### src/burst_pwm_pkg.sv
// Constants, register map and timing counts for the burst density-modulated pin driver.
// Assumes a single 20 MHz system clock and a plain strobed register port.
// Overview of operation
// When a burst starts, the selected pin becomes a driven output and stays driven to the end.
// The pin selector covers pins 0 to 15, or only pins 0 to 7 on the smallest model.
// An unsigned 8-bit duty value from 0 to 255 sets the average output level.
// An unsigned 8-bit cycle count from 0 to 255 sets how many PWM cycles the burst lasts.
// Each PWM cycle lasts 5 ms, 1 ms, 0.4 ms, 0.65 ms or 1.62 ms depending on the model.
// Over each cycle the fraction of high time equals the duty value divided by 255; the code starts every burst with one low 1.6 us slot.
// The output is a fast irregular train of pulses as short as 1.6 us, not one on and one off.
// After the last cycle the pin direction bit is cleared so the filter keeps its charge.
// Density comes from adding the duty to an 8-bit accumulator per slot, high on carry-out; the code goes high at a sum of 255 or more and subtracts 255.
package burst_pwm_pkg;
    localparam int clk_period_ns = 50;
    localparam int slot_time_ns = 1600;
    localparam int slot_clks = slot_time_ns / clk_period_ns;
    localparam logic [7:0] duty_full = 8'hff;
    // Cycle units in microseconds, indexed by model: smallest, basic, then faster variants.
    localparam int unit_us_small = 5000;
    localparam int unit_us_basic = 1000;
    localparam int unit_us_fast_a = 400;
    localparam int unit_us_fast_b = 650;
    localparam int unit_us_fast_c = 1620;
    localparam int model_small = 0;

    // Register byte addresses.
    localparam logic [7:0] addr_control = 8'h00;
    localparam logic [7:0] addr_duty = 8'h04;
    localparam logic [7:0] addr_cycles = 8'h08;
    localparam logic [7:0] addr_status = 8'h0c;
    localparam logic [7:0] addr_direction = 8'h10;
    // Field positions.
    localparam int ctl_go_bit = 0;
    localparam int ctl_sel_lsb = 4;
    localparam int sts_busy_bit = 0;
    localparam int sts_left_lsb = 8;
    // Reset values.
    localparam logic [7:0] duty_reset = 8'h00;
    localparam logic [7:0] cycles_reset = 8'h00;
    localparam logic [3:0] sel_reset = 4'h0;

    typedef enum logic {st_idle, st_burst} burst_state_t;

    function automatic int unit_clks(input int model);
        int us;
        us = unit_us_basic;
        case (model)
            0: us = unit_us_small;
            2: us = unit_us_fast_a;
            3: us = unit_us_fast_b;
            4: us = unit_us_fast_c;
            default: us = unit_us_basic;
        endcase
        return (us * 1000) / clk_period_ns;
    endfunction
endpackage

### src/density_if.sv
// Link between the burst sequencer and its pulse density generator.
// Assumes both ends share sys_clk.
`timescale 1ns/100ps
interface density_if;
    logic clear;
    logic tick;
    logic [7:0] duty;
    logic level;
    modport gen (input clear, input tick, input duty, output level);
    modport ctl (output clear, output tick, output duty, input level);
endinterface

### src/density_gen.sv
// Pulse density generator: one accumulator step per pulse slot.
// Assumes tick is a one-cycle pulse at the slot rate and clear precedes each burst.
`timescale 1ns/100ps
module density_gen (
    // Clock and reset
    input wire logic sys_clk,
    input wire logic reset,
    // Sequencer side
    density_if.gen dens
);
    logic [7:0] acc;
    logic [8:0] sum;

    // Modulo-255 rather than 256 so that 255 slots give exactly duty ones.
    assign sum = {1'b0, acc} + {1'b0, dens.duty};

    always_ff @(posedge sys_clk or posedge reset) begin
        if (reset) begin
            acc <= 8'h00;
            dens.level <= 1'b0;
        end else if (dens.clear) begin
            acc <= 8'h00;
            dens.level <= 1'b0;
        end else if (dens.tick) begin
            if (sum >= {1'b0, burst_pwm_pkg::duty_full}) begin
                acc <= 8'(sum - {1'b0, burst_pwm_pkg::duty_full});
                dens.level <= 1'b1;
            end else begin
                acc <= sum[7:0];
                dens.level <= 1'b0;
            end
        end
    end

    a_acc_bound: assert property (@(posedge sys_clk) disable iff (reset)
        acc != 8'hff) else $error("accumulator reached 255");
    a_full_duty_high: assert property (@(posedge sys_clk) disable iff (reset)
        dens.tick && !dens.clear && dens.duty == 8'hff |=> dens.level)
        else $error("full duty gave a low slot");
    a_zero_duty_low: assert property (@(posedge sys_clk) disable iff (reset)
        dens.tick && !dens.clear && dens.duty == 8'h00 |=> !dens.level)
        else $error("zero duty gave a high slot");
    a_slot_steps: assert property (@(posedge sys_clk) disable iff (reset)
        $changed(dens.level) |-> $past(dens.tick) || $past(dens.clear))
        else $error("level moved between slots");
endmodule // density_gen

### src/burst_pwm_pin_output.sv
// Burst sequencer: registers, cycle timing and pin ownership for a density-modulated burst.
// Assumes a strobed register port on sys_clk and an RC filter on the chosen pin.
//
// Implementation choices: the address map and the plain strobed port.
`timescale 1ns/100ps
module burst_pwm_pin_output #(
    parameter int model = 1,
    parameter int unit_clocks = burst_pwm_pkg::unit_clks(model)
) (
    // Clock and reset
    input wire logic sys_clk,
    input wire logic reset,
    // Register port
    input wire logic [7:0] reg_addr,
    input wire logic [31:0] reg_wdata,
    input wire logic reg_write,
    input wire logic reg_read,
    output logic [31:0] reg_rdata,
    // Pins
    output logic [15:0] pin_out,
    output logic [15:0] pin_direction_bits
);
    burst_pwm_pkg::burst_state_t state;
    logic [3:0] pin_sel;
    logic [7:0] duty;
    logic [7:0] cycles;
    logic [7:0] cycles_left;
    logic [4:0] slot_cnt;
    logic [16:0] unit_cnt;
    logic go;
    logic slot_end;
    logic unit_end;
    logic [3:0] next_sel;
    density_if dens ();

    density_gen u_gen (
        .sys_clk(sys_clk),
        .reset(reset),
        .dens(dens.gen)
    );

    localparam logic [4:0] slot_last = 5'(burst_pwm_pkg::slot_clks - 1);
    localparam logic [16:0] unit_last = 17'(unit_clocks - 1);

    assign go = reg_write && reg_addr == burst_pwm_pkg::addr_control
        && reg_wdata[burst_pwm_pkg::ctl_go_bit];
    assign slot_end = state == burst_pwm_pkg::st_burst && slot_cnt == slot_last;
    assign unit_end = state == burst_pwm_pkg::st_burst && unit_cnt == unit_last;
    assign dens.clear = go && state == burst_pwm_pkg::st_idle;
    assign dens.tick = slot_end;
    assign dens.duty = duty;

    // The smallest model has only eight pins, so the top selector bit is dropped.
    always_comb begin
        next_sel = reg_wdata[burst_pwm_pkg::ctl_sel_lsb +: 4];
        if (model == burst_pwm_pkg::model_small) begin
            next_sel[3] = 1'b0;
        end
    end

    // Settings are frozen while a burst runs so the pin cannot move mid-burst.
    always_ff @(posedge sys_clk or posedge reset) begin
        if (reset) begin
            pin_sel <= burst_pwm_pkg::sel_reset;
            duty <= burst_pwm_pkg::duty_reset;
            cycles <= burst_pwm_pkg::cycles_reset;
        end else if (reg_write && state == burst_pwm_pkg::st_idle) begin
            case (reg_addr)
                burst_pwm_pkg::addr_control: pin_sel <= next_sel;
                burst_pwm_pkg::addr_duty: duty <= reg_wdata[7:0];
                burst_pwm_pkg::addr_cycles: cycles <= reg_wdata[7:0];
                default: ;
            endcase
        end
    end

    always_ff @(posedge sys_clk or posedge reset) begin
        if (reset) begin
            state <= burst_pwm_pkg::st_idle;
            cycles_left <= 8'h00;
        end else begin
            case (state)
                burst_pwm_pkg::st_idle: begin
                    if (go && cycles != 8'h00) begin
                        state <= burst_pwm_pkg::st_burst;
                        cycles_left <= cycles;
                    end
                end
                burst_pwm_pkg::st_burst: begin
                    if (unit_end) begin
                        cycles_left <= cycles_left - 8'h01;
                        if (cycles_left == 8'h01) begin
                            state <= burst_pwm_pkg::st_idle;
                        end
                    end
                end
                default: state <= burst_pwm_pkg::st_idle;
            endcase
        end
    end

    always_ff @(posedge sys_clk or posedge reset) begin
        if (reset) begin
            slot_cnt <= 5'h00;
            unit_cnt <= 17'h00000;
        end else if (state != burst_pwm_pkg::st_burst) begin
            slot_cnt <= 5'h00;
            unit_cnt <= 17'h00000;
        end else begin
            slot_cnt <= slot_end ? 5'h00 : slot_cnt + 5'h01;
            unit_cnt <= unit_end ? 17'h00000 : unit_cnt + 17'h00001;
        end
    end

    // The driver is released in the same edge that ends the burst.
    always_ff @(posedge sys_clk or posedge reset) begin
        if (reset) begin
            pin_direction_bits <= 16'h0000;
            pin_out <= 16'h0000;
        end else if (state == burst_pwm_pkg::st_burst && !(unit_end && cycles_left == 8'h01)) begin
            pin_direction_bits <= 16'h0001 << pin_sel;
            pin_out <= {15'h0000, dens.level} << pin_sel;
        end else begin
            pin_direction_bits <= 16'h0000;
            pin_out <= 16'h0000;
        end
    end

    always_ff @(posedge sys_clk or posedge reset) begin
        if (reset) begin
            reg_rdata <= 32'h00000000;
        end else if (reg_read) begin
            case (reg_addr)
                burst_pwm_pkg::addr_control: reg_rdata <= {24'h000000, pin_sel, 4'h0};
                burst_pwm_pkg::addr_duty: reg_rdata <= {24'h000000, duty};
                burst_pwm_pkg::addr_cycles: reg_rdata <= {24'h000000, cycles};
                burst_pwm_pkg::addr_status: reg_rdata <= {16'h0000, cycles_left, 7'h00,
                    state == burst_pwm_pkg::st_burst};
                burst_pwm_pkg::addr_direction: reg_rdata <= {16'h0000, pin_direction_bits};
                default: reg_rdata <= 32'h00000000;
            endcase
        end else begin
            reg_rdata <= 32'h00000000;
        end
    end

    a_pin_driven: assert property (@(posedge sys_clk) disable iff (reset)
        $past(state == burst_pwm_pkg::st_burst) && state == burst_pwm_pkg::st_burst
        |-> pin_direction_bits == (16'h0001 << pin_sel))
        else $error("selected pin not driven during burst");
    a_pin_released: assert property (@(posedge sys_clk) disable iff (reset)
        $fell(state == burst_pwm_pkg::st_burst) |-> pin_direction_bits == 16'h0000)
        else $error("pin still driven after burst");
    a_small_sel: assert property (@(posedge sys_clk) disable iff (reset)
        model == burst_pwm_pkg::model_small |-> !pin_sel[3])
        else $error("selector above pin 7 on small model");
    a_cycle_count: assert property (@(posedge sys_clk) disable iff (reset)
        unit_end |=> cycles_left == $past(cycles_left) - 8'h01)
        else $error("cycle count not stepped");
    a_burst_start: assert property (@(posedge sys_clk) disable iff (reset)
        state == burst_pwm_pkg::st_idle && go && cycles != 8'h00
        |=> state == burst_pwm_pkg::st_burst && cycles_left == $past(cycles) ##1
        pin_direction_bits != 16'h0000)
        else $error("burst did not start");
    a_unit_gap: assert property (@(posedge sys_clk) disable iff (reset)
        unit_end |=> !unit_end [*8])
        else $error("cycle unit too short");
endmodule // burst_pwm_pin_output

### config.mk
export PLATFORM = sky130hd
export DESIGN_NAME = burst_pwm_pin_output
export DESIGN_NICKNAME = d
export VERILOG_FILES = /design/src/burst_pwm_pkg.sv /design/src/density_if.sv /design/src/density_gen.sv /design/src/burst_pwm_pin_output.sv
export SDC_FILE = /design/constraint.sdc
export NUM_CORES = 1
export LEC_CHECK = 0
export CAP_MARGIN = 25
export CELL_PAD_IN_SITES_DETAIL_PLACEMENT = 0
export CELL_PAD_IN_SITES_GLOBAL_PLACEMENT = 2
export CORE_MARGIN = 2
export CORE_UTILIZATION = 43
export DETAILED_ROUTE_END_ITERATION = 10
export DONT_BUFFER_PORTS = 1
export GPL_TIMING_DRIVEN = 0
export PLACE_DENSITY_LB_ADDON = 0.3
export SETUP_SLACK_MARGIN = 0.3
export SYNTH_ARGS = -nofsm -noshare
export SYNTH_HDL_FRONTEND = slang
export SYNTH_SLANG_ARGS = --single-unit
### constraint.sdc
create_clock -name sys_clk -period 5.7 [get_ports sys_clk]
set_input_delay 0.57 -clock sys_clk [delete_from_list [all_inputs] [get_ports sys_clk]]
set_output_delay 0.57 -clock sys_clk [all_outputs]
set_load 0.01 [all_outputs]
Yosys cells after proc, flatten, opt, wreduce, memory -nomap -nowiden

Cells that the tools add are included.
Widths: inputs -> output; s select.

Flip-flop bits (word level): 124
Bits of input ports: 44
Output and inout bits: 64
Word-level logic and storage cells: 68

Add/subtract/negate cells: 5
$lt $le $gt $ge: 1
Equality and inequality tests: 9
Shift operators: 2
Multiplexer cells: 21
Bitwise gates (word level): 1
Reduce and logical (&&, ||, !) cells: 17

Operators by type and width:

| kind                  | number |
|---|---|
| $pmux 16 s5           | 1 |
| $mux 8                | 5 |
| $mux 17               | 2 |
| $mux 16               | 2 |
| $mux 32               | 1 |
| $add 17x1->17 const B | 1 |
| $eq 17x15->1 const B  | 1 |
| $eq 8x4->1 const B    | 2 |
| $pmux 8 s2            | 1 |
| $shl 1x4->16          | 1 |
| $shl 1x4->16 const A  | 1 |
| $mux 5                | 2 |
| $add 8x8->9           | 1 |
| $ge 9x8->1 const B    | 1 |
| $logic_and 1x1->1     | 9 |
| $eq 8x1->1 const B    | 1 |
| $eq 8x3->1 const B    | 1 |
| $eq 8x5->1 const B    | 1 |
| $logic_not 8->1       | 1 |
| $reduce_and 2->1      | 4 |
| $reduce_bool 8->1     | 1 |
| $sub 8x1->8 const B   | 1 |
| $sub 8x8->8 const B   | 1 |
| $mux 1                | 6 |
| 7 further kinds       | 8 |

Depth between registers and ports, before layout

Gate-level depths: netlist of run 1.

Word-level depth: 6
Depth in mapped cells: 9
Mapped depth without buffers: 8

Cells and area by module

From an unflattened synthesis of run 1, not the netlist that was laid out.

Cells, all modules: 522
Area total of the unflattened synthesis: 5413.9 um2

By module, submodules not included:

| module               | times used | cells an instance | area each (um2) | sequential area each (um2) |
|---|---|---|---|---|
| burst_pwm_pin_output | 1          | 408               | 4390.5          | 2477.4 |
| density_gen          | 1          | 114               | 1023.5          | 225.2 |

Worst setup path before layout of run 1

OpenSTA, ideal clock, no wires.

Kind: reg-to-reg
From: register duty[0] (netlist: dens.duty[0])
To: register u_gen.acc[2]
Library setup time: 124 ps
Data arrival time: 2602 ps
Data required time: 5576 ps
Slack: 2974 ps
Stages on the path, launching flop included: 9
Buffers on the path: 0
Clock period less this slack: 2726 ps
Path through: dfrtp_1 > ha_1 > fa_1 > ha_1 > a21oi_1 > or4_4 > nor3_4 > a2111oi_2 > a211o_1

Longest elaborated chain between the ends: 5
Elaborated cells between the ends (all ways): 6
Classes of those cells: add/sub: 2; order compare: 1; mux: 3

Ends and longest elaborated chain:

| item                                             | line                                 | text |
|---|---|---|
| start, declared                                  | burst_pwm_pin_output.sv:25           | `logic [7:0] duty;` |
| start signal, assigned                           | burst_pwm_pin_output.sv:65           | `duty <= burst_pwm_pkg::duty_reset;` |
| start signal, assigned                           | burst_pwm_pin_output.sv:70           | `burst_pwm_pkg::addr_duty: duty <= reg_wdata[7:0];` |
| $add 8x8->9 (*)                                  | density_gen.sv:15                    | `assign sum = {1'b0, acc} + {1'b0, dens.duty};` |
| $sub 8x8->8 / $ge 9x8->1 (equally long branches) | density_gen.sv:26, density_gen.sv:25 |  |
| $mux 8 (*)                                       | density_gen.sv:25                    | `if (sum >= {1'b0, burst_pwm_pkg::duty_full}) begin` |
| $mux 8 (*)                                       | density_gen.sv:24                    | `end else if (dens.tick) begin` |
| $mux 8 (*)                                       | density_gen.sv:21                    | `end else if (dens.clear) begin` |
| end signal, assigned                             | density_gen.sv:26                    | `acc <= 8'(sum - {1'b0, burst_pwm_pkg::duty_full});` |
| end signal, assigned                             | density_gen.sv:29                    | `acc <= sum[7:0];` |
| end, declared                                    | density_gen.sv:11                    | `logic [7:0] acc;` |

Every way passes the cells marked *; elsewhere a longest branch is shown, timed or not. The select of a mux whose other input is x is not followed.
A chain may end at the register's enable or synchronous reset.

Worst setup path in the final report of run 1

Ends and elaborated chain as after synthesis.

==> results.md, run 1 <==
* Avg Cell Area, Syn at about 10 um^2
* Run status: finished clean
* Highest Clock Rate at ~320 MHz
* Routed Antenna Nets at 0
* Number of buffers created by CTS at 9
* GR Overflow Total at 0
* LEAKAGE at ~2.7 nW
* CP max stage delay at ~0.59 ns
* Dominant cells by area after synthesis: dfrtp_1 51%, nor2_1 5.3%, mux2_2 4.0%
* Post-synth cell types at 70
* First-pass GRT wire length at ~21000 um
* Top FF cell, synth: dfrtp_1
* Final Cycle Share at 0.5425
* Netlist Area Pre-Place at 5290 um^2
* Min cycle time layout at between 3 and 4 ns
* CP max FO at 8
* Drt total wl at 12740 um
* Crit. Startpoint: dens.duty[0]
* Nets at 594
* Worst skew pair latency at roughly 0.36 ns
* Residual DRC at 0
* Post-synth EDFFs at 0
* Critical path required time at about 5.9 ns
* TritonRoute pass-1 iters at 6
* Starting Density at 0.4404
* Design area at between 5000 and 6000 um^2
* PortBufs at 0
* Post-CTS resize count at 0
* Root Buffer: clkbuf_16
* CP most frequent cell: ha_1
* Vias in the first global route at between 3000 and 4000
* Synth Warn # at 0
* Setup violations, final at 0
* CTS tree: done
* Htree depth at 3
* Clock transition at path regs at about 0.070 ns
* Vias at between 3000 and 4000
* Layout area overhead at 10.62%
* Crit-path slowest cell: fa_1
* DIE AREA at between 10000 and 15000 um^2
* Largest net degree at the start of global routing at roughly 60
* Wire per inst at approximately 19 um
* Final Skew at approximately 0.0055 ns
* Ratio of cells with drive above 1 in the final layout at 0.1463
* CTS Sinks at 108
* Area share of the largest cell type after synthesis at 0.5109
* Reg-to-Reg End: u_gen.acc[2]
* Seq/Total Area, Yosys at 0.5109
* Die height at ~110 um
* Worst path buffer plus inverter count at 0
* Io pins at 108
* Post-CTS Hold Fix Bufs at 0
* Setup crit end kind: flop
* Placed insts at 671
* Placer Congestion at between 0.8 and 0.9
* Setup CP Type: reg2reg
* Slew @ Worst Pin at around 0.87 ns
* Hpwl dp at ~9500 um
* Critical path cell sequence: ha_1 > fa_1 > ha_1 > a21oi_1 > or4_4 > nor3_4 > a2111oi_2 > a211o_1
* Initial DRC Count at 363
* Number of synthesized register bits at 108
* Core area at around 12000 um^2
* Crit path max-delay family: adder cells
* Pins Over Slew Limit at 0
* Fin Setup TNS at 0 ns
* R2R Setup Slk at around 2.6 ns
* Crit path arrival time at 3.34 ns
* Crit start category: flop
* Rel. slew slack at 0.4212
* Area leader, netlist: dfrtp_1
* Maxcap violations at 0
* Hold crit path type: in2async
* Async SR Flop Fraction at 1.000
* Post-CTS setup buffers at 0
* Post-DR vias/cell at roughly 5.7
* Peak VDD IR at about 0.12 mV
* Power density over the cells at between 200 and 250 nW/um^2
* Placement Cell Area at roughly 5600 um^2
* Initial antenna violation count at 0
* Width of the chip at roughly 110 um
* Cell count after synthesis at between 500 and 600
* Power Total at 1.430 mW
* Cell Count, Final, Fillers Out at around 690
* Row cnt at 40
* CTS Buffer Depth at 2
* Critical R2R Launch: dens.duty[0]
* Antenna Cells at 0
* GRT Total Usage at 0.2065
* Final Hold Vio Count at 0
* Reg2Reg Depth at 8
* RSZ-0062 raised after global routing: no
## worst register-to-register path, cell delays in order, from the launching register on
cell	delay, ns
dfrtp_1	0.43
ha_1	0.29
fa_1	0.59
ha_1	0.30
a21oi_1	0.07
or4_4	0.56
nor3_4	0.32
a2111oi_2	0.13
a211o_1	0.29
## synth_stat cells, types with 2 or more instances
library cell / instances
buf_2: 3
nand2b_1: 5
nand3_1: 23
or4_4: 2
nor3_2: 2
mux2_2: 19
a21oi_1: 21
nor2b_1: 3
o211ai_1: 2
or2_2: 4
buf_4: 17
a211o_1: 3
a222oi_1: 7
dfrtp_1: 108
mux2i_1: 4
nor3_1: 11
nand2_1: 32
nor3_4: 2
nor4b_1: 2
a221oi_1: 2
inv_1: 11
xnor2_1: 7
and2_1: 7
a22oi_1: 9
nand4_1: 8
a22o_1: 3
o2111a_1: 2
a21o_2: 2
nor4_1: 5
and3_1: 8
ha_1: 14
o21ai_1: 2
o31ai_1: 2
o22ai_1: 5
o21ai_0: 13
a21o_1: 4
xor2_1: 12
nor2_2: 2
nor2_1: 75
nand3b_1: 6
clkbuf_1: 10
## through the flow
stage | setup WS, ns | utilization | hold WS, ns
floorplan | 2.284 | - | 0.4329
global placement | 1.133 | 0.4604 | 0.4478
detailed placement | 2.632 | 0.4629 | 0.4595
CTS | 2.609 | 0.4872 | 0.1942
global route | 2.463 | 0.4872 | 0.2146
finish | 2.608 | 0.4872 | 0.1691
## cells in the final DEF, fill, tap and decap left out, drive strengths merged, types with 3 or more instances in the layout
| cell | count |
|---|---|
| a211o | 3 |
| a21o | 6 |
| a21oi | 22 |
| a222oi | 7 |
| a22o | 3 |
| a22oi | 9 |
| and2 | 8 |
| and3 | 8 |
| buf | 21 |
| clkbuf | 20 |
| clkinv | 3 |
| conb | 16 |
| dfrtp | 108 |
| ha | 14 |
| inv | 13 |
| mux2 | 20 |
| mux2i | 4 |
| nand2 | 33 |
| nand2b | 5 |
| nand3 | 23 |
| nand3b | 6 |
| nand4 | 8 |
| nor2 | 78 |
| nor2b | 3 |
| nor3 | 15 |
| nor4 | 5 |
| o21ai | 15 |
| o22ai | 5 |
| or2 | 4 |
| xnor2 | 7 |
| xor2 | 12 |
## sequential cells by signal, summed over array words and instances, names as in the netlist
name / count
cycles: 8
cycles_left: 8
dens.duty: 8
pin_direction_bits: 16
pin_out: 16
pin_sel: 4
reg_rdata: 16
slot_cnt: 5
state: 1
u_gen.acc: 8
u_gen.dens.level: 1
unit_cnt: 17
## power by group
| group | leakage (nW) | switching [mW] | internal (mW) |
|---|---|---|---|
| registers | 1.41 | 0.000438 | 0.766 |
| logic | 1.11 | 0.0244 | 0.0119 |
| clock network | 0.147 | 0.285 | 0.342 |
| total | 2.67 | 0.310 | 1.12 |
## area by class of cell
class / count / area, um^2
buffer: 30 / 180.2
clock buffer: 10 / 229.0
clock inverter: 6 / 62.56
fill: 1104 / 6160
inverter: 11 / 43.79
multi-input combinational: 374 / 2422
sequential: 108 / 2703
tap: 147 / 183.9
timing repair buffer: 1 / 27.53
## how the worst max path moves through the flow
stage,to,slack (ns),depth (start not counted)
floorplan,cycles[0],2.28,1
global placement,u_gen.acc[7],1.13,1
detailed placement,u_gen.acc[2],2.63,8
CTS,u_gen.acc[2],2.61,8
global route,u_gen.acc[2],2.46,8
finish,u_gen.acc[2],2.61,8
## logic make-up after synthesis
kind of cell,after synthesis,synth area share
XOR/XNOR,19,0.03146
AO/OA/AOI/OAI,93,0.1284
other,1,0.0007089
flip-flops,108,0.5109
adder cells (fa/ha/maj),15,0.03690
buffers and inverters,41,0.04186
multiplexers,24,0.05014
AND/OR/NAND/NOR,207,0.1996
## metal layers
metal	routed length [um]	vias to the layer above	track usage	share of wire
met5	0	-	0	0
met4	172	0	0.05221	0.014
met3	743	13	0.05851	0.058
met2	6269	109	0.3337	0.49
met1	5550	1920	0.2759	0.44
li1	-	1848	-	-
Note: power is estimated with default switching activity, not from simulation.
==> run 2: changes to the inputs <==
--- a/config.mk
+++ b/config.mk
@@ -9,7 +9,7 @@
 export CELL_PAD_IN_SITES_DETAIL_PLACEMENT = 0
 export CELL_PAD_IN_SITES_GLOBAL_PLACEMENT = 2
 export CORE_MARGIN = 2
-export CORE_UTILIZATION = 43
+export CORE_UTILIZATION = 36
 export DETAILED_ROUTE_END_ITERATION = 10
 export DONT_BUFFER_PORTS = 1
 export GPL_TIMING_DRIVEN = 0
==> constraint.sdc (replaced) <==
create_clock -name sys_clk -period 2.5 [get_ports sys_clk]
set_input_delay 0.25 -clock sys_clk [delete_from_list [all_inputs] [get_ports sys_clk]]
set_output_delay 0.25 -clock sys_clk [all_outputs]
set_load 0.01 [all_outputs]
==> results.md, run 2 (synthesis gave the netlist of run 1 again) <==
* LEAKAGE at 2.807 nW (was 2.665 nW)
* Vias in the first global route at 3858 (was 3794)
* Number of buffers created by CTS at 9 (unchanged)
* Logic pwr share at 0.027 (was 0.025)
* Multi-input logic area at 2619 um^2 (was 2422 um^2)
* Final Skew at 0.01075 ns (was 0.005488 ns)
* Fillers at 1358 (was 1104)
* Rel. slew slack at 0.4535 (was 0.4212)
* Vias at 3887 (was 3890)
* Reg power frac at 0.511 (was 0.536)
* GRT Total Usage at 0.1755 (was 0.2065)
* Antenna Cells at 0 (unchanged)
* Hold crit path type: in2reg (was in2async)
* Placement Cell Area at 5652 um^2 (was 5560 um^2)
* Commonest cells after routing, fill and taps aside: 105 x dfrtp_1, 74 x nor2_1, 32 x buf_4, 30 x nand2_1 (was 108 x dfrtp_1, 75 x nor2_1, 32 x nand2_1, 23 x nand3_1, 21 x a21oi_1)
* Critical path cell sequence: ha_4 > fa_2 > ha_4 > a21oi_2 > or4_4 > nor3_4 > buf_6 > a2111oi_2 > a211o_1 (was ha_1 > fa_1 > ha_1 > a21oi_1 > or4_4 > nor3_4 > a2111oi_2 > a211o_1)
* Routed Antenna Nets at 0 (unchanged)
* Core area at 14420 um^2 (was 12010 um^2)
* Worst Hold Depth at 1
* Sw Share at 0.2118 (was 0.2170)
* Post-DR vias/cell at 5.217 (was 5.662)
* Design area at 6341 um^2 (was 5852 um^2)
* Nets at 615 (was 594)
* Slew @ Worst Pin at 0.8197 ns (was 0.8682 ns)
* Wire per inst at 18.00 um (was 18.54 um)
* Clock transition at path regs at 0.07 ns (about the same)
* Final Hold Vio Count at 0 (unchanged)
* First-pass GRT wire length at 21620 um (was 20840 um)
* Ratio of cells with drive above 1 in the final layout at 0.2317 (was 0.1463)
* Final Cycle Share at 1.038 (was 0.5425)
* CTS Buffer Depth at 2 (unchanged)
* Setup crit end kind: flop (unchanged)
* Die height at 125.2 um (was 114.9 um)
* GR Overflow Total at 0 (unchanged)
* Flip-flop count of the largest register after layout at 17 (unchanged)
* Initial DRC Count at 217 (was 363)
* Htree depth at 3 (unchanged)
* Largest reg by FF count: unit_cnt (unchanged)
* Layout area overhead at 19.87% (was 10.62%)
* Setup violations, final at 6 (was 0)
* Hold Path End: dens.duty[6]
* Reg2Reg Depth at 9 (was 8)
* Drt total wl at 13410 um (was 12740 um)
* CTS Sinks at 108 (unchanged)
* Crit start category: flop (unchanged)
* Largest net degree at the start of global routing at 45 (was 61)
* RSZ-0062 raised after global routing: yes (was no)
* Failing checks: negative setup slack
* Worst skew pair latency at 0.36 ns (about the same)
* CP max FO at 5 (was 8)
* Peak VDD IR at 0.3178 mV (was 0.1207 mV)
* CTS tree: done (unchanged)
* Starting Density at 0.3668 (was 0.4404)
* Placer Congestion at 0.8312 (was 0.8054)
* Crit-path slowest cell: fa_2 (was fa_1)
* Highest Clock Rate at 385.4 MHz (was 323.4 MHz)
* CP most frequent cell: ha_4 (was ha_1)
* Width of the chip at 125.2 um (was 114.9 um)
* Power density over the cells at 538.9 nW/um^2 (was 244.4 nW/um^2)
* Row cnt at 44 (was 40)
* Switching power of the nets at 0.7239 mW (was 0.3103 mW)
* PortBufs at 0 (unchanged)
* Critical R2R Launch: dens.duty[0] (unchanged)
* Maxcap violations at 0 (unchanged)
* Residual DRC at 0 (unchanged)
* Setup CP Type: reg2reg (unchanged)
* FF+latch area at 2706 um^2 (was 2703 um^2)
* Reg-to-Reg End: u_gen.acc[2] (unchanged)
* Commonest non-fill, non-tap cell in the layout: dfrtp_1 (unchanged)
* DIE AREA at 15680 um^2 (was 13210 um^2)
* Initial antenna violation count at 0 (unchanged)
* Min cycle time layout at 2.595 ns (was 3.092 ns)
* Hpwl dp at 9836 um (was 9489 um)
* Internal at 2.693 mW (was 1.120 mW)
* Clock power share at 0.462 (was 0.439)
* Critical path required time at 2.74 ns (was 5.94 ns)
* Io pins at 108 (unchanged)
* Run status: complete, but fails checks (was finished clean)
* Root Buffer: clkbuf_16 (unchanged)
* Power Total at 3.417 mW (was 1.430 mW)
* CP max stage delay at 0.56 ns (was 0.59 ns)
* Crit path arrival time at 2.84 ns (was 3.34 ns)
* Pins Over Slew Limit at 0 (unchanged)
* Setup ws final at -0.09470 ns (was 2.608 ns)
* TritonRoute pass-1 iters at 6 (unchanged)
* R2R Setup Slk at -0.09 ns (was 2.61 ns)
* Min-delay src: reg_wdata[6]
-- run 2: changes by cell type in the layout (fill, tap and decap cells not counted), sizes merged --
cell,delta
bufinv,+1
buf,+20
clkinv,-2
dlygate4sd3,+1
clkinvlp,+2
inv,-1
-- run 2: final cells by class --
| type | count | share of cell area |
|---|---|---|
| sequential | 108 | 0.4268 |
| multi-input combinational | 374 | 0.4130 |
| clock buffer | 10 | 0.03769 |
| tap | 184 | 0.03631 |
| timing repair buffer | 22 | 0.03552 |
| buffer | 30 | 0.02881 |
| clock inverter | 6 | 0.01480 |
| inverter | 11 | 0.007103 |
-- run 2: how the worst max path moves through the flow --
| stage | to | startpoint | depth (start not counted) |
|---|---|---|---|
| after floorplan | u_gen.acc[2] | dens.duty[0] | 8 |
| after global placement | u_gen.acc[2] | dens.duty[0] | 8 |
| after detailed placement | u_gen.acc[2] | dens.duty[0] | 8 |
| after CTS | u_gen.acc[2] | dens.duty[0] | 9 |
| after global routing | u_gen.acc[5] | u_gen.acc[0] | 9 |
| final | u_gen.acc[2] | dens.duty[0] | 9 |
-- run 2: power groups by stage --
stage               registers, mW  clock network, mW  logic (mW)
global route                 1.75               1.69       0.105
global placement             1.78                  0      0.0786
detailed placement           1.78                  0      0.0884
CTS                          1.75               1.62      0.0928
floorplan                    1.78                  0      0.0671
finish                       1.75               1.58      0.0910
-- run 2: what timing repair did --
item | in CTS | in global routing
endpoints found under the hold margin | 22 | 0
endpoints found under the setup margin | 19 | 48
hold buffers | 1 | 0
resized for setup | 29 | 15
buffers inserted | 16 | 3
pin swaps | 16 | 6
-- run 2: metrics by stage --
stage,setup TNS (ns),setup slack (ns),cells,hold slack (ns),util
finish,-0.3989,-0.09470,745,0.02225,0.4396
global route,-1.096,-0.1802,745,0.004237,0.4396
detailed placement,-2.125,-0.3720,709,0.2069,0.3918
global placement,-1.971,-0.3498,707,0.3839,0.3891
floorplan,-0.2267,-0.1117,523,0.3817,-
CTS,-0.1686,-0.06729,742,0.007794,0.4334
-- run 2: worst max-delay path, delay by kind of cell (launching register included) --
| family | cells | cell delay [ns] |
|---|---|---|
| adder cells (fa/ha/maj) | 3 | 0.88 |
| AND/OR/NAND/NOR | 2 | 0.68 |
| AO/OA/AOI/OAI | 3 | 0.33 |
| flip-flops | 1 | 0.44 |
| buffers and inverters | 1 | 0.15 |
-- run 2: metal layers --
metal | vias to the layer above | global-route usage | part of all wire
met5 | - | 0 | 0
met4 | 0 | 0.04967 | 0.015
met3 | 12 | 0.05434 | 0.054
met2 | 85 | 0.2721 | 0.47
met1 | 1909 | 0.2386 | 0.46
li1 | 1881 | - | -
==> run 3: changes to the inputs <==
--- a/config.mk
+++ b/config.mk
@@ -8,6 +8,7 @@
 export CAP_MARGIN = 25
 export CELL_PAD_IN_SITES_DETAIL_PLACEMENT = 0
 export CELL_PAD_IN_SITES_GLOBAL_PLACEMENT = 2
+export CORE_ASPECT_RATIO = 1.1
 export CORE_MARGIN = 2
 export CORE_UTILIZATION = 36
 export DETAILED_ROUTE_END_ITERATION = 10
==> constraint.sdc (replaced) <==
create_clock -name sys_clk -period 2.5 [get_ports sys_clk]
set_input_delay 0.5 -clock sys_clk [delete_from_list [all_inputs] [get_ports sys_clk]]
set_output_delay 0.5 -clock sys_clk [all_outputs]
set_load 0.01 [all_outputs]
==> results.md, run 3 (synthesis gave the netlist of run 1 again) <==
* Setup CP Type: reg2reg (unchanged)
* Setup crit end kind: flop (unchanged)
* Nets at 612 (was 615)
* CP most frequent cell: ha_4 (unchanged)
* Peak VDD IR at 0.3010 mV (was 0.3178 mV)
* Failing checks: negative setup slack (unchanged)
* Width of the chip at 119.6 um (was 125.2 um)
* Flip-flop count of the largest register after layout at 17 (unchanged)
* Core area at 14390 um^2 (was 14420 um^2)
* Fin Setup TNS at -0.5897 ns (was -0.3989 ns)
* Placer Congestion at 0.8331 (was 0.8312)
* Min cycle time layout at 2.640 ns (was 2.595 ns)
* Maxcap violations at 0 (unchanged)
* Wire per inst at 18.65 um (was 18.00 um)
* Clock transition at path regs at 0.08 ns (was 0.07 ns)
* Final Cycle Share at 1.056 (was 1.038)
* RSZ-0062 raised after global routing: yes (unchanged)
* Hpwl dp at 10330 um (was 9836 um)
* Row cnt at 46 (was 44)
* Post-DR vias/cell at 5.199 (was 5.217)
* Root Buffer: clkbuf_16 (unchanged)
* Drt total wl at 13990 um (was 13410 um)
* Pins Over Slew Limit at 0 (unchanged)
* CTS tree: done (unchanged)
* TritonRoute pass-1 iters at 4 (was 6)
* Run status: complete, but fails checks (unchanged)
* Ratio of cells with drive above 1 in the final layout at 0.2276 (was 0.2317)
* CTS Sinks at 108 (unchanged)
* CTS Buffer Depth at 2 (unchanged)
* Initial antenna violation count at 0 (unchanged)
* Commonest non-fill, non-tap cell in the layout: dfrtp_1 (unchanged)
* Htree depth at 3 (unchanged)
* Largest net degree at the start of global routing at 46 (was 45)
* Reg2Reg Depth at 9 (unchanged)
* Hold slack at 0.07221 ns (was 0.02225 ns)
* Final Util at 0.4419 (was 0.4396)
* Setup violations, final at 6 (unchanged)
* Commonest cells after routing, fill and taps aside: 107 x dfrtp_1, 73 x nor2_1, 30 x nand2_1, 30 x buf_4, 18 x nand3_1 (was 105 x dfrtp_1, 74 x nor2_1, 32 x buf_4, 30 x nand2_1)
* Critical path cell sequence: ha_4 > fa_2 > ha_4 > a21oi_2 > or4_4 > nor3_4 > buf_6 > a2111oi_2 > a211o_1 (unchanged)
* Vias at 3899 (was 3887)
* Highest Clock Rate at 378.9 MHz (was 385.4 MHz)
* Worst skew pair latency at 0.36 ns (about the same)
* Crit path max-delay family: adder cells (unchanged)
* Number of buffers created by CTS at 9 (unchanged)
* Power Total at 3.341 mW (was 3.417 mW)
* Io pins at 108 (unchanged)
* WP depth at 9 (unchanged)
* Initial DRC Count at 285 (was 217)
* Crit path arrival time at 2.88 ns (was 2.84 ns)
* Crit start category: flop (unchanged)
* DIE AREA at 15680 um^2 (about the same)
* Final Hold Vio Count at 0 (unchanged)
* First-pass GRT wire length at 22890 um (was 21620 um)
* Fillers at 1412 (was 1358)
* Hold crit path type: in2async (was in2reg)
* Vias in the first global route at 4003 (was 3858)
* CP max FO at 4 (was 5)
* Layout area overhead at 20.20% (was 19.87%)
* GR Overflow Total at 0 (unchanged)
* Slew @ Worst Pin at 0.7343 ns (was 0.8197 ns)
* Die height at 131.1 um (was 125.2 um)
* Starting Density at 0.3677 (was 0.3668)
* LEAKAGE at 2.803 nW (was 2.807 nW)
* Residual DRC at 0 (unchanged)
* Final Skew at 0.009315 ns (was 0.01075 ns)
* Routed Antenna Nets at 0 (unchanged)
* Rel. slew slack at 0.5072 (was 0.4535)
* CP max stage delay at 0.59 ns (was 0.56 ns)
* Multi-input logic area at 2668 um^2 (was 2619 um^2)
* Critical path required time at 2.74 ns (about the same)
* Antenna Cells at 0 (unchanged)
* Worst path buffer plus inverter count at 1 (unchanged)
* GRT Total Usage at 0.1885 (was 0.1755)
* Power density over the cells at 525.4 nW/um^2 (was 538.9 nW/um^2)
* PortBufs at 0 (unchanged)
* Largest reg by FF count: unit_cnt (unchanged)
* Crit-path slowest cell: fa_2 (unchanged)
* Setup ws final at -0.1395 ns (was -0.09470 ns)
* FF+latch area at 2704 um^2 (was 2706 um^2)
run 3: metrics by stage:
step / area (um^2) / cells / worst slack [ns]
after floorplan: 5424 / 523 / -0.1117
after global placement: 5664 / 715 / -0.3299
after detailed placement: 5704 / 717 / -0.3732
after CTS: 6266 / 746 / -0.1205
after global routing: 6359 / 750 / -0.2078
final: 6359 / 750 / -0.1395
run 3: worst paths after layout:
path | from | end | slack [ns]
setup / recovery | dens.duty[0] | u_gen.acc[2] | -0.14
hold reg to reg | slot_cnt[0] | slot_cnt[0] | 0.46
hold / removal | reset | pin_out[8] | 0.07
max in group asynchronous | reset | dens.duty[1] | 1.79
setup reg to reg | dens.duty[0] | u_gen.acc[2] | -0.14
min in group sys_clk | reg_wdata[6] | dens.duty[6] | 0.28
run 3: power by group:
part | internal (mW) | leakage (nW) | switching, mW
registers | 1.75 | 1.41 | 0.00115
logic | 0.0322 | 1.25 | 0.0591
clock network | 0.818 | 0.148 | 0.684
total | 2.60 | 2.80 | 0.744
run 3: routing by layer:
metal / routed length, um / vias to the layer above / track usage / part of all wire
li1: - / 1877 / - / -
met1: 6104 / 1932 / 0.2502 / 0.44
met2: 7005 / 80 / 0.3073 / 0.50
met3: 744 / 10 / 0.04991 / 0.053
met4: 135 / 0 / 0.04510 / 0.0097
met5: 0 / - / 0 / 0
run 3: cell type report:
class,count,area share
buffer,30,0.03030
clock buffer,11,0.03817
clock inverter,5,0.01043
inverter,11,0.007084
multi-input combinational,374,0.4195
sequential,108,0.4252
tap,192,0.03778
timing repair buffer,19,0.03148
run 3: repair_timing:
item | CTS | global route
setup endpoints to repair | 33 | 78
buffers inserted | 13 | 4
hold buffers | 0 | 0
pin swaps | 11 | 7
gates resized for setup | 27 | 13
